--- config.mk ---
export PLATFORM = sky130hd
export DESIGN_NAME = sdi_sdram_dev
export DESIGN_NICKNAME = d
export VERILOG_FILES = /design/src/sdi_pkg.sv /design/src/sdi_fifo.sv /design/src/sdi_sdram_dev.sv
export SDC_FILE = /design/constraint.sdc
export NUM_CORES = 2
export LEC_CHECK = 0
export BUFFER_PORTS_ARGS = -buffer_cell sky130_fd_sc_hd__buf_2
export CAP_MARGIN = 5
export CORE_ASPECT_RATIO = 1.5
export CORE_MARGIN = 1.5
export CORE_UTILIZATION = 57
export DETAILED_ROUTE_END_ITERATION = 12
export GPL_TIMING_DRIVEN = 1
export PLACE_DENSITY = 0.87
export SYNTH_ARGS = -nofsm -noshare
export SYNTH_HDL_FRONTEND = slang
export SYNTH_SLANG_ARGS = --single-unit
--- constraint.sdc ---
create_clock -name SYS_CLK -period 5.5 [get_ports SYS_CLK]
set_clock_uncertainty 0.15 [all_clocks]
set_input_delay 0.275 -clock SYS_CLK [delete_from_list [all_inputs] [get_ports SYS_CLK]]
set_output_delay 0.275 -clock SYS_CLK [all_outputs]
set_load 0.03 [all_outputs]
--- src/sdi_pkg.sv ---
// sdi_pkg: constants, command and power-state types, carrier structs
// for the synchronous dram device model and its write buffer.
// assumes every user compiles this file first and names items as sdi_pkg::name.
package sdi_pkg;

   // pin widths
   localparam int ROW_W   = 13;
   localparam int COL_W   = 9;
   localparam int BANK_W  = 2;
   localparam int BANKS   = 4;
   localparam int DATA_W  = 16;
   localparam int LANES   = 2;

   // stored geometry: only the low row and column bits index real storage
   localparam int ROW_KEEP = 2;
   localparam int COL_KEEP = 3;
   localparam int IDX_W    = BANK_W + ROW_KEEP + COL_KEEP;

   // write buffer depth
   localparam int FIFO_DEPTH = 16;

   // address bit that widens a precharge to all banks
   localparam int ALL_BANK_BIT = 10;

   // mode word fields
   localparam int MODE_BL_LSB   = 0;
   localparam int MODE_BL_W     = 3;
   localparam int MODE_TYPE_BIT = 3;
   localparam int MODE_CL_LSB   = 4;
   localparam int MODE_CL_W     = 3;
   localparam logic [MODE_CL_W-1:0] CL_TWO   = 3'h2;
   localparam logic [MODE_BL_W-1:0] BL_FULL  = 3'h7;
   localparam logic [ROW_W-1:0]     MODE_RESET = 13'h0000;

   // burst length counter width, enough for a full page of columns
   localparam int BEAT_W = COL_W + 1;

   // decoded command
   typedef enum logic [3:0] {
      CMD_DESELECT,
      CMD_NOP,
      CMD_MODE_SET,
      CMD_REFRESH,
      CMD_PRECHARGE,
      CMD_ACTIVATE,
      CMD_WRITE,
      CMD_READ,
      CMD_BURST_STOP
   } sdi_cmd_t;

   // internal clocking state
   typedef enum logic [1:0] {
      PWR_RUN,
      PWR_DOWN,
      PWR_SUSPEND,
      PWR_SELF
   } sdi_pwr_t;

   // command pins sampled at one rising edge
   typedef struct packed {
      logic              cs_n;
      logic              ras_n;
      logic              cas_n;
      logic              we_n;
      logic [BANK_W-1:0] bank;
      logic [ROW_W-1:0]  addr;
      logic [LANES-1:0]  mask;
   } sdi_pins_t;

   // one write beat waiting for the array
   typedef struct packed {
      logic [IDX_W-1:0]  idx;
      logic [DATA_W-1:0] data;
      logic [LANES-1:0]  mask;
   } sdi_wr_t;

endpackage

--- src/sdi_fifo.sv ---
// sdi_fifo: flip-flop fifo with valid/ready on both sides.
// assumes one clock and an asynchronous active-low reset; depth is a power of two.
`timescale 1ns/1ps
`default_nettype none
module sdi_fifo #(
   parameter int WIDTH = 32,
   parameter int DEPTH = 16
) (
   input  wire logic             clk,
   input  wire logic             reset_n,
   input  wire logic             in_valid,
   output logic                  in_ready,
   input  wire logic [WIDTH-1:0] in_data,
   output logic                  out_valid,
   input  wire logic             out_ready,
   output logic      [WIDTH-1:0] out_data
);
   localparam int PTR_W = $clog2(DEPTH);

   logic [WIDTH-1:0] store [DEPTH];
   logic [PTR_W-1:0] wr_ptr;
   logic [PTR_W-1:0] rd_ptr;
   logic [PTR_W:0]   count;
   wire              push;
   wire              pop;

   // honest flags straight from the occupancy count
   assign in_ready  = (count != (PTR_W+1)'(DEPTH));
   assign out_valid = (count != '0);
   assign out_data  = store[rd_ptr];
   assign push      = in_valid && in_ready;
   assign pop       = out_valid && out_ready;

   // pointers and occupancy
   always_ff @(posedge clk or negedge reset_n)
   begin
      if (!reset_n)
      begin
         wr_ptr <= '0;
         rd_ptr <= '0;
         count  <= '0;
      end
      else
      begin
         if (push)
            wr_ptr <= wr_ptr + 1'b1;
         if (pop)
            rd_ptr <= rd_ptr + 1'b1;
         count <= count + (PTR_W+1)'(push) - (PTR_W+1)'(pop);
      end
   end

   // storage needs no reset, it is read only behind count
   always_ff @(posedge clk)
   begin
      if (push)
         store[wr_ptr] <= in_data;
   end

endmodule
`default_nettype wire

--- src/sdi_sdram_dev.sv ---
// sdi_sdram_dev: command side of a four-bank, 16-bit synchronous dram, seen from inside the part.
// assumes the controller runs on SYS_CLK and drives all pins from that clock, so no synchronisers;
// the bidirectional data pin is split into in, out and active-low enables per byte lane.
`timescale 1ns/1ps
`default_nettype none
module sdi_sdram_dev #(
   parameter int WR_DEPTH = sdi_pkg::FIFO_DEPTH
) (
   input  wire logic                           SYS_CLK,
   input  wire logic                           RESET_N,
   input  wire logic                           CKE,
   input  wire logic                           CS_N,
   input  wire logic                           RAS_N,
   input  wire logic                           CAS_N,
   input  wire logic                           WE_N,
   input  wire logic [sdi_pkg::ROW_W-1:0]      ADDR,
   input  wire logic                           BANK_SELECT_LO,
   input  wire logic                           BANK_SELECT_HI,
   input  wire logic                           BYTE_MASK_LOW,
   input  wire logic                           BYTE_MASK_HIGH,
   input  wire logic [sdi_pkg::DATA_W-1:0]     DATA_IO_IN,
   output logic      [sdi_pkg::DATA_W-1:0]     DATA_IO_OUT,
   output logic      [sdi_pkg::LANES-1:0]      DATA_IO_OE_N,
   output logic      [sdi_pkg::BANKS-1:0]      BANK_OPEN,
   output logic      [sdi_pkg::ROW_W-1:0]      MODE_WORD,
   output logic                                MODE_VALID,
   output sdi_pkg::sdi_pwr_t                   POWER_STATE,
   output logic                                WRITE_DROPPED
);
   // command decode shared by the take logic
   function automatic sdi_pkg::sdi_cmd_t decode_cmd(input sdi_pkg::sdi_pins_t p);
      sdi_pkg::sdi_cmd_t c;
      c = sdi_pkg::CMD_DESELECT;
      if (!p.cs_n)
      begin
         unique case ({p.ras_n, p.cas_n, p.we_n})
            3'h0: c = sdi_pkg::CMD_MODE_SET;
            3'h1: c = sdi_pkg::CMD_REFRESH;
            3'h2: c = sdi_pkg::CMD_PRECHARGE;
            3'h3: c = sdi_pkg::CMD_ACTIVATE;
            3'h4: c = sdi_pkg::CMD_WRITE;
            3'h5: c = sdi_pkg::CMD_READ;
            3'h6: c = sdi_pkg::CMD_BURST_STOP;
            3'h7: c = sdi_pkg::CMD_NOP;
         endcase
      end
      return c;
   endfunction

   // column of one beat: wraps inside the burst, interleave flips bits
   function automatic logic [sdi_pkg::COL_W-1:0] beat_col(input logic [sdi_pkg::COL_W-1:0] start,
                                                          input logic [sdi_pkg::COL_W-1:0] beat,
                                                          input logic [sdi_pkg::COL_W-1:0] wrap,
                                                          input logic                      ilv);
      logic [sdi_pkg::COL_W-1:0] sum;
      sum = start + beat;
      if (ilv)
         return start ^ (beat & wrap);
      return (start & ~wrap) | (sum & wrap);
   endfunction

   sdi_pkg::sdi_pins_t               pins;
   sdi_pkg::sdi_cmd_t                cmd;
   sdi_pkg::sdi_pwr_t                next_pwr;
   logic                             cke_q;
   logic [sdi_pkg::ROW_KEEP-1:0]     open_row [sdi_pkg::BANKS];
   logic                             burst_on;
   logic                             burst_wr;
   logic [sdi_pkg::BANK_W-1:0]       burst_bank;
   logic [sdi_pkg::COL_W-1:0]        burst_start;
   logic [sdi_pkg::BEAT_W-1:0]       beat;
   logic [sdi_pkg::DATA_W-1:0]       mem [1 << sdi_pkg::IDX_W];
   logic [sdi_pkg::DATA_W-1:0]       rd_data [3];
   logic [2:0]                       rd_valid;
   logic [sdi_pkg::LANES-1:0]        mask_d1;
   logic [sdi_pkg::LANES-1:0]        mask_d2;

   // pins gathered into one sampled bundle
   assign pins = '{cs_n: CS_N, ras_n: RAS_N, cas_n: CAS_N, we_n: WE_N,
                   bank: {BANK_SELECT_HI, BANK_SELECT_LO}, addr: ADDR,
                   mask: {BYTE_MASK_HIGH, BYTE_MASK_LOW}};
   assign cmd  = decode_cmd(pins);

   // internal clock runs only after an edge that saw clock enable high
   wire live     = cke_q;
   wire sel_open = BANK_OPEN[pins.bank];
   wire take_act = live && cmd == sdi_pkg::CMD_ACTIVATE && !sel_open;
   wire take_pre = live && cmd == sdi_pkg::CMD_PRECHARGE;
   wire pre_all  = pins.addr[sdi_pkg::ALL_BANK_BIT];
   wire take_mrs = live && cmd == sdi_pkg::CMD_MODE_SET && BANK_OPEN == '0;
   // access to an idle bank is refused, the part has no row to use
   wire start_rd = live && cmd == sdi_pkg::CMD_READ && sel_open;
   wire start_wr = live && cmd == sdi_pkg::CMD_WRITE && sel_open;
   wire start    = start_rd || start_wr;
   wire kill     = (cmd == sdi_pkg::CMD_BURST_STOP) ||
                   (take_pre && (pre_all || pins.bank == burst_bank));
   wire cont     = live && burst_on && !start && !kill;

   // burst length and latency from the mode word
   wire [sdi_pkg::MODE_BL_W-1:0] bl_code  = MODE_WORD[sdi_pkg::MODE_BL_LSB +: sdi_pkg::MODE_BL_W];
   wire [sdi_pkg::MODE_CL_W-1:0] cl_code  = MODE_WORD[sdi_pkg::MODE_CL_LSB +: sdi_pkg::MODE_CL_W];
   wire                          ilv      = MODE_WORD[sdi_pkg::MODE_TYPE_BIT];
   wire                          bl_full  = (bl_code == sdi_pkg::BL_FULL);
   wire [sdi_pkg::BEAT_W-1:0]    bl_len   = bl_full ? sdi_pkg::BEAT_W'(1 << sdi_pkg::COL_W) :
                                            (bl_code[2] ? sdi_pkg::BEAT_W'(1) :
                                             sdi_pkg::BEAT_W'(1) << bl_code[1:0]);
   wire [sdi_pkg::COL_W-1:0]     wrap     = sdi_pkg::COL_W'(bl_len - sdi_pkg::BEAT_W'(1));
   wire                          ilv_eff  = ilv && !bl_full;

   // current beat: the command itself or the running burst
   wire [sdi_pkg::BANK_W-1:0]    cur_bank  = start ? pins.bank : burst_bank;
   wire [sdi_pkg::COL_W-1:0]     cur_start = start ? pins.addr[sdi_pkg::COL_W-1:0] : burst_start;
   wire [sdi_pkg::COL_W-1:0]     cur_beat  = start ? '0 : beat[sdi_pkg::COL_W-1:0];
   wire [sdi_pkg::COL_W-1:0]     cur_col   = beat_col(cur_start, cur_beat, wrap, ilv_eff);
   wire [sdi_pkg::IDX_W-1:0]     cur_idx   = {cur_bank, open_row[cur_bank],
                                              cur_col[sdi_pkg::COL_KEEP-1:0]};
   wire                          rd_beat   = start_rd || (cont && !burst_wr);
   wire                          wr_beat   = start_wr || (cont && burst_wr);
   wire [sdi_pkg::BEAT_W-1:0]    beat_nx   = (start ? '0 : beat) + sdi_pkg::BEAT_W'(1);

   // write buffer: beats carry their mask, the array port drains it
   sdi_pkg::sdi_wr_t wr_in;
   sdi_pkg::sdi_wr_t wr_out;
   logic             wr_ready;
   logic             wr_pend;
   assign wr_in = '{idx: cur_idx, data: DATA_IO_IN, mask: pins.mask};
   // reads own the single array port, so a read burst stalls the drain
   wire drain = wr_pend && !rd_beat;

   sdi_fifo #(
      .WIDTH ($bits(sdi_pkg::sdi_wr_t)),
      .DEPTH (WR_DEPTH)
   ) u_wr_fifo (
      .clk       (SYS_CLK),
      .reset_n   (RESET_N),
      .in_valid  (wr_beat),
      .in_ready  (wr_ready),
      .in_data   (wr_in),
      .out_valid (wr_pend),
      .out_ready (!rd_beat),
      .out_data  (wr_out)
   );

   // clock enable history and power state
   always_comb
   begin
      next_pwr = POWER_STATE;
      if (CKE)
         next_pwr = sdi_pkg::PWR_RUN;
      else if (live && cmd == sdi_pkg::CMD_REFRESH && BANK_OPEN == '0)
         next_pwr = sdi_pkg::PWR_SELF;
      else if (live)
         next_pwr = (burst_on || start || rd_valid != '0) ? sdi_pkg::PWR_SUSPEND : sdi_pkg::PWR_DOWN;
   end

   always_ff @(posedge SYS_CLK or negedge RESET_N)
   begin
      if (!RESET_N)
      begin
         cke_q       <= 1'b0;
         POWER_STATE <= sdi_pkg::PWR_DOWN;
      end
      else
      begin
         cke_q       <= CKE;
         POWER_STATE <= next_pwr;
      end
   end

   // bank open flags and the mode word
   always_ff @(posedge SYS_CLK or negedge RESET_N)
   begin
      if (!RESET_N)
      begin
         BANK_OPEN  <= '0;
         MODE_WORD  <= sdi_pkg::MODE_RESET;
         MODE_VALID <= 1'b0;
      end
      else
      begin
         for (int b = 0; b < sdi_pkg::BANKS; b++)
         begin
            if (take_pre && (pre_all || pins.bank == sdi_pkg::BANK_W'(b)))
               BANK_OPEN[b] <= 1'b0;
            else if (take_act && pins.bank == sdi_pkg::BANK_W'(b))
               BANK_OPEN[b] <= 1'b1;
         end
         if (take_mrs)
         begin
            MODE_WORD  <= pins.addr;
            MODE_VALID <= 1'b1;
         end
      end
   end

   // open row per bank, latched from the low ROW_KEEP bits of the row address
   always_ff @(posedge SYS_CLK)
   begin
      if (take_act)
         open_row[pins.bank] <= pins.addr[sdi_pkg::ROW_KEEP-1:0];
   end

   // burst sequencer; a new access restarts it with the full length
   always_ff @(posedge SYS_CLK or negedge RESET_N)
   begin
      if (!RESET_N)
      begin
         burst_on    <= 1'b0;
         burst_wr    <= 1'b0;
         burst_bank  <= '0;
         burst_start <= '0;
         beat        <= '0;
      end
      else if (start || cont)
      begin
         burst_on    <= (beat_nx != bl_len);
         burst_wr    <= start ? start_wr : burst_wr;
         burst_bank  <= cur_bank;
         burst_start <= cur_start;
         beat        <= beat_nx;
      end
      else if (live && kill)
         burst_on <= 1'b0;
   end

   // array write, masked lanes untouched
   always_ff @(posedge SYS_CLK)
   begin
      for (int l = 0; l < sdi_pkg::LANES; l++)
      begin
         if (drain && !wr_out.mask[l])
            mem[wr_out.idx][l*8 +: 8] <= wr_out.data[l*8 +: 8];
      end
   end

   // read pipeline, frozen while internal clocking is stopped
   always_ff @(posedge SYS_CLK or negedge RESET_N)
   begin
      if (!RESET_N)
      begin
         rd_valid <= '0;
         mask_d1  <= '1;
         mask_d2  <= '1;
         rd_data  <= '{default: '0};
      end
      else if (live)
      begin
         rd_valid <= {rd_valid[1:0], rd_beat};
         rd_data  <= '{mem[cur_idx], rd_data[0], rd_data[1]};
         mask_d1  <= pins.mask;
         mask_d2  <= mask_d1;
      end
   end

   // output stage: latency 2 or 3, mask sampled two edges earlier floats the lane
   wire                          cl2   = (cl_code == sdi_pkg::CL_TWO);
   wire                          tap_v = cl2 ? rd_valid[1] : rd_valid[2];
   wire [sdi_pkg::DATA_W-1:0]    tap_d = cl2 ? rd_data[1] : rd_data[2];

   always_ff @(posedge SYS_CLK or negedge RESET_N)
   begin
      if (!RESET_N)
      begin
         DATA_IO_OUT   <= '0;
         DATA_IO_OE_N  <= '1;
         WRITE_DROPPED <= 1'b0;
      end
      else
      begin
         WRITE_DROPPED <= wr_beat && !wr_ready;   // buffer full, beat lost
         if (live)
         begin
            DATA_IO_OUT  <= tap_d;
            DATA_IO_OE_N <= ~({sdi_pkg::LANES{tap_v}} & ~mask_d2);
         end
      end
   end

endmodule
`default_nettype wire

Word level (Yosys, flattened, before mapping)
Memories as Yosys holds them, arrays and structs flattened. A register that Yosys moved wholly into a read port is not among the register bits.
Cells that the tools add are included.
{"block": "word_totals", "regBits": 115, "mem_bits_rw": 2456, "romBits": 32, "input_bits": 40, "elab_cells": 162, "n_memories": 4}
{"memory": "mem", "depth": 128, "word_bits": 16, "read_ports": 1, "rd_clocked_by_memory_dff": 1, "wr": 1, "line": "sdi_sdram_dev.sv:72", "text": "logic [sdi_pkg::DATA_W-1:0] mem [1 << sdi_pkg::IDX_W];"}
{"memory": "u_wr_fifo.store", "depth": 16, "word_bits": 25, "read_ports": 1, "rd_clocked_by_memory_dff": 0, "wr": 1, "line": "sdi_fifo.sv:20", "text": "logic [WIDTH-1:0] store [DEPTH];"}
{"memory": "(no name shown)", "depth": 8, "word_bits": 4, "read_ports": 1, "rd_clocked_by_memory_dff": 0, "wr": 0, "line": "sdi_sdram_dev.sv:36", "text": "unique case ({p.ras_n, p.cas_n, p.we_n})"}
{"memory": "open_row", "depth": 4, "word_bits": 2, "read_ports": 1, "rd_clocked_by_memory_dff": 0, "wr": 1, "line": "sdi_sdram_dev.sv:66", "text": "logic [sdi_pkg::ROW_KEEP-1:0] open_row [sdi_pkg::BANKS];"}
{"block": "op_classes", "add_sub_neg": 7, "magnitude_cmp": 1, "eq_ne": 15, "n_shift": 1, "muxes": 36, "bitwise": 9, "n_reduce_logical": 65}
{"op": "$logic_and 1x1->1", "n": 32}
{"op": "$mux 10", "n": 3}
{"op": "$mux 1", "n": 21}
{"op": "$eq 4x3->1 const B", "n": 4}
{"op": "$mux 16", "n": 1}
{"op": "$logic_or 1x1->1", "n": 12}
{"op": "$add 10x1->10 const B", "n": 1}
{"op": "$logic_not 1->1", "n": 10}
{"op": "$mux 2", "n": 5}
{"op": "$ne 10x10->1", "n": 1}
{"op": "$reduce_bool 2->1", "n": 5}
{"op": "$shl 1x2->10 const A", "n": 1}
{"op": "$and 3x3->3", "n": 3}
{"op": "$mux 3", "n": 3}
{"op": "$mux 9", "n": 1}
{"op": "$add 4x1->4 const B", "n": 2}
{"op": "$eq 4x2->1 const B", "n": 2}
{"op": "$reduce_bool 3->1", "n": 2}
{"op": "$add 5x1->5", "n": 1}
{"op": "$ne 5x5->1 const B", "n": 1}
{"op": "$reduce_bool 5->1", "n": 1}
{"op": "$sub 5x1->5", "n": 1}
{"op": "$eq 2x2->1 const B", "n": 2}
{"op": "$eq 4x4->1 const B", "n": 1}
{"op": "17 further kinds", "n": 18}

Longest topological paths before layout
An unclocked memory read counts as a cell.
{"block": "logic_depth", "depth_word": 16, "depth_mapped": 26}

Hierarchy
Synthesis repeated with hierarchy kept, for this count alone.
{"block": "unflattened", "cells_unflattened": 7031, "area_unflattened_um2": 103160.2}
{"module": "sdi_sdram_dev", "n_inst": 1, "cells_per_inst": 6223, "area_each_um2": 87073.5, "seq_area_each_um2": 64550.7}
{"module": "sdi_fifo", "n_inst": 1, "cells_per_inst": 808, "area_each_um2": 16086.7, "seq_area_each_um2": 12336.8}

Worst setup path after synthesis
Ideal clock, no wire load.
{"block": "synth_path", "path_kind": "register to register", "start": "reg u_wr_fifo.rd_ptr[0]", "end": "mem mem[0][14] (netlist name) (data pin)", "arrival_time_ps": 4415, "path_slack_ps": 425, "path_stages_with_launch": 10, "path_buffers": 5, "synth_period_minus_slack_ps": 5075, "path_cell_list": "dfrtp_1 > clkbuf_1 > buf_1 > clkbuf_1 > clkbuf_1 > buf_1 > mux2i_1 > a221oi_1 > a22oi_1 > nand2_1"}
{"block": "synth_via", "elab_chain_cells": 1}
{"item": "from (decl)", "line": "sdi_fifo.sv:22", "text": "logic [PTR_W-1:0] rd_ptr;"}
{"item": "from (signal assigned)", "line": "sdi_fifo.sv:48", "text": "rd_ptr <= rd_ptr + 1'b1;"}
{"item": "$mem_v2 16x25"}
{"item": "via u_wr_fifo.out_data[16]", "line": "sdi_fifo.sv:16", "text": "output logic [WIDTH-1:0] out_data"}
{"item": "to (decl)", "line": "sdi_sdram_dev.sv:72"}
The timed path passes the listed nets, and every way through them passes these cells.

Worst setup path after layout
{"block": "layout_path", "start": "in WE_N", "end": "reg rd_data[33] (netlist name) (read register of mem)"}
{"block": "layout_via", "elab_chain_cells": 11, "word_cells_on_any_way": 21}
{"item": "from (decl)", "line": "sdi_sdram_dev.sv:15", "text": "input wire logic WE_N,"}
{"item": "$mem_v2 8x4 *"}
{"item": "$mux 4 *", "line": "sdi_sdram_dev.sv:34", "text": "if (!p.cs_n)"}
{"item": "$eq 4x3->1 (on tied branches)", "line": "sdi_sdram_dev.sv:92, sdi_sdram_dev.sv:93"}
{"item": "$logic_and 1x1->1 (on tied branches) (2 in series)", "line": "sdi_sdram_dev.sv:92, sdi_sdram_dev.sv:93"}
{"item": "$logic_or 1x1->1 *", "line": "sdi_sdram_dev.sv:94", "text": "wire start = start_rd || start_wr;"}
{"item": "$mux 9 *", "line": "sdi_sdram_dev.sv:112", "text": "wire [sdi_pkg::COL_W-1:0] cur_start = start ? pins.addr[sdi_pkg::COL_W-1:0] : burst_start;"}
{"item": "via cur_start (one bit)", "line": "sdi_sdram_dev.sv:112"}
{"item": "$add 3x3->3", "line": "sdi_sdram_dev.sv:56", "text": "sum = start + beat;"}
{"item": "$and 3x3->3", "line": "sdi_sdram_dev.sv:59", "text": "return (start & ~wrap) | (sum & wrap);"}
{"item": "$or 3x3->3", "line": "sdi_sdram_dev.sv:59"}
{"item": "$mux 3 *", "line": "sdi_sdram_dev.sv:59"}
{"item": "to (decl)", "line": "sdi_sdram_dev.sv:73", "text": "logic [sdi_pkg::DATA_W-1:0] rd_data [3];"}
Mark *: on every way through the listed nets, which the timed path passes. The rest lies on a longest branch. The select of a mux whose other input is x is not followed.
A chain may end at the register's enable or synchronous reset.

==> metrics <==
Seq cells post-synth=around 2600; slew margin rel.=between 10 and 15%; Initial DRC Count=about 10000; Final period util=around 100%; Rows=between 150 and 200; area of the mapped netlist=103500 sq um; DRC Markers=0; Via density=~6.8; Skew-Pair Late Insertion Delay=0.89 ns; crit path capture type=register; hold_sp=ADDR[4]; Bufs and invs on worst path=6; Hold Fails Final Rpt=0; Final #Nets=6979; placed cell areas=between 100000 and 150000 sq um; RR Startpoint=BANK_OPEN[3]; gate count after technology mapping=6768; vias in the first global route=65050; Slowest cell on crit path=dlygate4sd3_1; GRT Total Usage=between 30% and 40%; worst slack, placed=-0.1542 ns; start point of the critical path=WE_N; fillers=between 10000 and 15000; Initial Utilization=a little under three fifths; minimum clock period after layout=around 5.5 ns; Top Ports=between 70 and 80; ranking of synthesized cells by area=edfxtp_1, nand2_1, mux4_2; P&R area growth vs syn=11.49%; routed wire length per instance=about 30 um; setup bufs post-CTS=0; Critical Path Source Type=primary input; Crit path arrival time=6.01 ns; net count after synthesis=6826; grt total ovfl=0; final WL=282900 um; port bufs=78; Synth area leader=edfxtp_1; worst reg-to-reg path cell count=16; fmax=0.1827 GHz; total clock sinks=2581; share of the synthesized area in the top cell type=71.24%; fin area=115400 sq um; Avg Cell Area, Syn=15.30 sq um; most instantiated cells after synthesis=edfxtp_1, nand2_1, nor2_1, clkbuf_1, mux2i_1; worst reg2reg setup slack=0.05 ns; clock transition at the registers of the reported paths=0.07 ns; max-slew violations=0; hold crit path type=primary input to register; Clock Tree Buf Depth=4; synth warn=0; total die area=184200 sq um; register area share after synthesis=74.27%; Post-synth EDFFs=2456; slowest stage delay, CP=between 0.6 and 0.7 ns; initial antenna violation count=14; Post-DP HPWL=167300 um; Reg-to-Reg End=rd_data[33]; H-Tree Level Count=4; first-pass GRT wire length=411400 um; most frequent cell after synthesis=edfxtp_1; Leakage=38.07 nW; Peak VDD IR=between 0.9 and 1 mV; routed vias=64950; Worst Max-Slew Pin Slew=~1.3 ns; CTS root buffer=clkbuf_16; Placer Congestion=0.9509; 1st-pass router iterations=9; Final ANT Viol Nets=0; FFs w/ async S/R, synth=4.843%; crit-path cells=dlygate4sd3_1 > buf_2 > nand3b_1 > dlygate4sd3_1 > and4_1 > or2_2 > ha_1 > ha_1 > inv_1 > a211o_1 > o41ai_4 > a21oi_4 > inv_16 > nor2_2 > buf_4 > a221o_1 > o21ai_1 > o221ai_1 > o311ai_1; Final Setup Violations=0; ys flop type=edfxtp_1; post-layout util=63.97%; critical path class=primary input to register; area of the core=180400 sq um; CP top delay family=buffers and inverters; largest net degree at the start of global routing=129; Synth cell types=85; RSZ-0062 raised after global routing=false; CTS tree=built; TritonCTS Buffers=217; crit-path max FO=58; required time of the critical path=about 6.0 ns; outcome=complete, no violations; power per cell area=668.9 nW/um^2; worst setup margin=0.02700 ns; share of layout cells above drive strength 1=14.50%; hold path endpoint=MODE_WORD[4]; Min-Delay Path Depth=3; chip height=about 520 um; Max Cap Violations=0; die width=about 350 um
metrics by stage:
stage | hold slack, ns | cells | setup TNS [ns] | power, mW
final | 0.06321 | 9512 | 0 | 77.20
after CTS | 0.01140 | 9506 | 0 | 75.92
after detailed placement | 0.2523 | 9068 | -0.3791 | 60.28
after floorplan | -0.1706 | 6768 | 0 | 48.15
after global placement | 0.2339 | 9068 | -0.2142 | 59.14
after global routing | 0.04129 | 9508 | 0 | 78.84
state kept, by name, indices dropped and copies added (netlist names), 2 cells and up:
signal / flops
mask_d1: 2
rd_data: 48
mask_d2: 2
burst_start: 3
MODE_WORD: 13
beat: 10
POWER_STATE: 2
BANK_OPEN: 4
u_wr_fifo.wr_ptr: 4
burst_bank: 2
DATA_IO_OE_N: 2
u_wr_fifo.rd_ptr: 4
rd_valid: 3
u_wr_fifo.store: 400
DATA_IO_OUT: 16
u_wr_fifo.count: 5
mem: 2048
open_row: 8
how the worst max path moves through the flow:
stage	endpoint	slack, ns	cells past startpoint
detailed placement	rd_data[47]	-0.15	19
finish	rd_data[33]	0.03	19
global placement	rd_data[47]	-0.10	19
floorplan	mem[0][14]	0.42	9
CTS	rd_data[46]	0.04	16
global route	rd_data[42]	0.02	19
tightest hold or removal path, cell delays in order:
cell and delay (ns):
dlygate4sd3_1 0.53, buf_2 0.10, mux2_2 0.13
per-layer routing:
layer | share of wire, % | track usage [%] | vias to the layer above
met4 | 9.2 | 23.82 | 8
li1 | - | - | 26550
met1 | 31 | 34.77 | 31670
met5 | 0.024 | 0 | -
met2 | 48 | 49.51 | 5345
met3 | 12 | 6.275 | 1374
final cells by class:
class                      instances  area, sq um  share of cell area (%)
antenna                            5        12.51                 0.01084
clock buffer                     268         5847                   5.066
clock inverter                   125         1280                   1.109
inverter                          46        203.9                  0.1767
multi-input combinational       3667        24530                   21.26
sequential                      2581        76900                   66.63
tap                             2412         3018                   2.615
timing repair buffer             408         3625                   3.141
power breakdown:
| group | leakage [nW] | switching (mW) | internal (mW) |
|---|---|---|---|
| clock network | 3.46 | 6.92 | 8.68 |
| registers | 23.6 | 0.622 | 28.0 |
| logic | 11.1 | 24.0 | 9.02 |
timing repair:
action,4_1_cts,5_1_grt
endpoints found under the hold margin,419,0
resized for setup,1,12
endpoints found under the setup margin,1,8
hold buffers,45,0
logic make-up after synthesis:
| logic type | share of synthesized area [%] |
|---|---|
| AOI/OAI and AO/OA | 7.414 |
| xor gates and xnor gates | 0.2284 |
| adders and majority gates | 0.2248 |
| buffers and inverters | 2.333 |
| DFF | 74.27 |
| muxes | 6.765 |
| and+or+nand+nor | 8.765 |
layout by cell type (no fill, tap or decap), drive strengths merged, types with 22 or more instances in the layout:
master	netlist	final
dlygate4sd3	0	44
a221oi	60	60
a32oi	24	24
buf	233	364
and3	76	76
a21oi	208	208
bufinv	0	24
clkinv	0	80
nand3	140	140
a41oi	32	32
nand4	180	180
nand2	1199	1199
dfrtp	118	118
xnor2	22	22
o21ai	135	135
and2	25	25
mux4	177	177
a31oi	36	36
edfxtp	2456	2456
clkbuf	241	268
mux2i	211	211
a211oi	101	101
mux2	80	80
inv	46	50
nor3	51	51
o31a	72	72
a311oi	106	106
nor2	369	369
a22oi	87	87
Note: power is estimated with default switching activity, not from simulation.
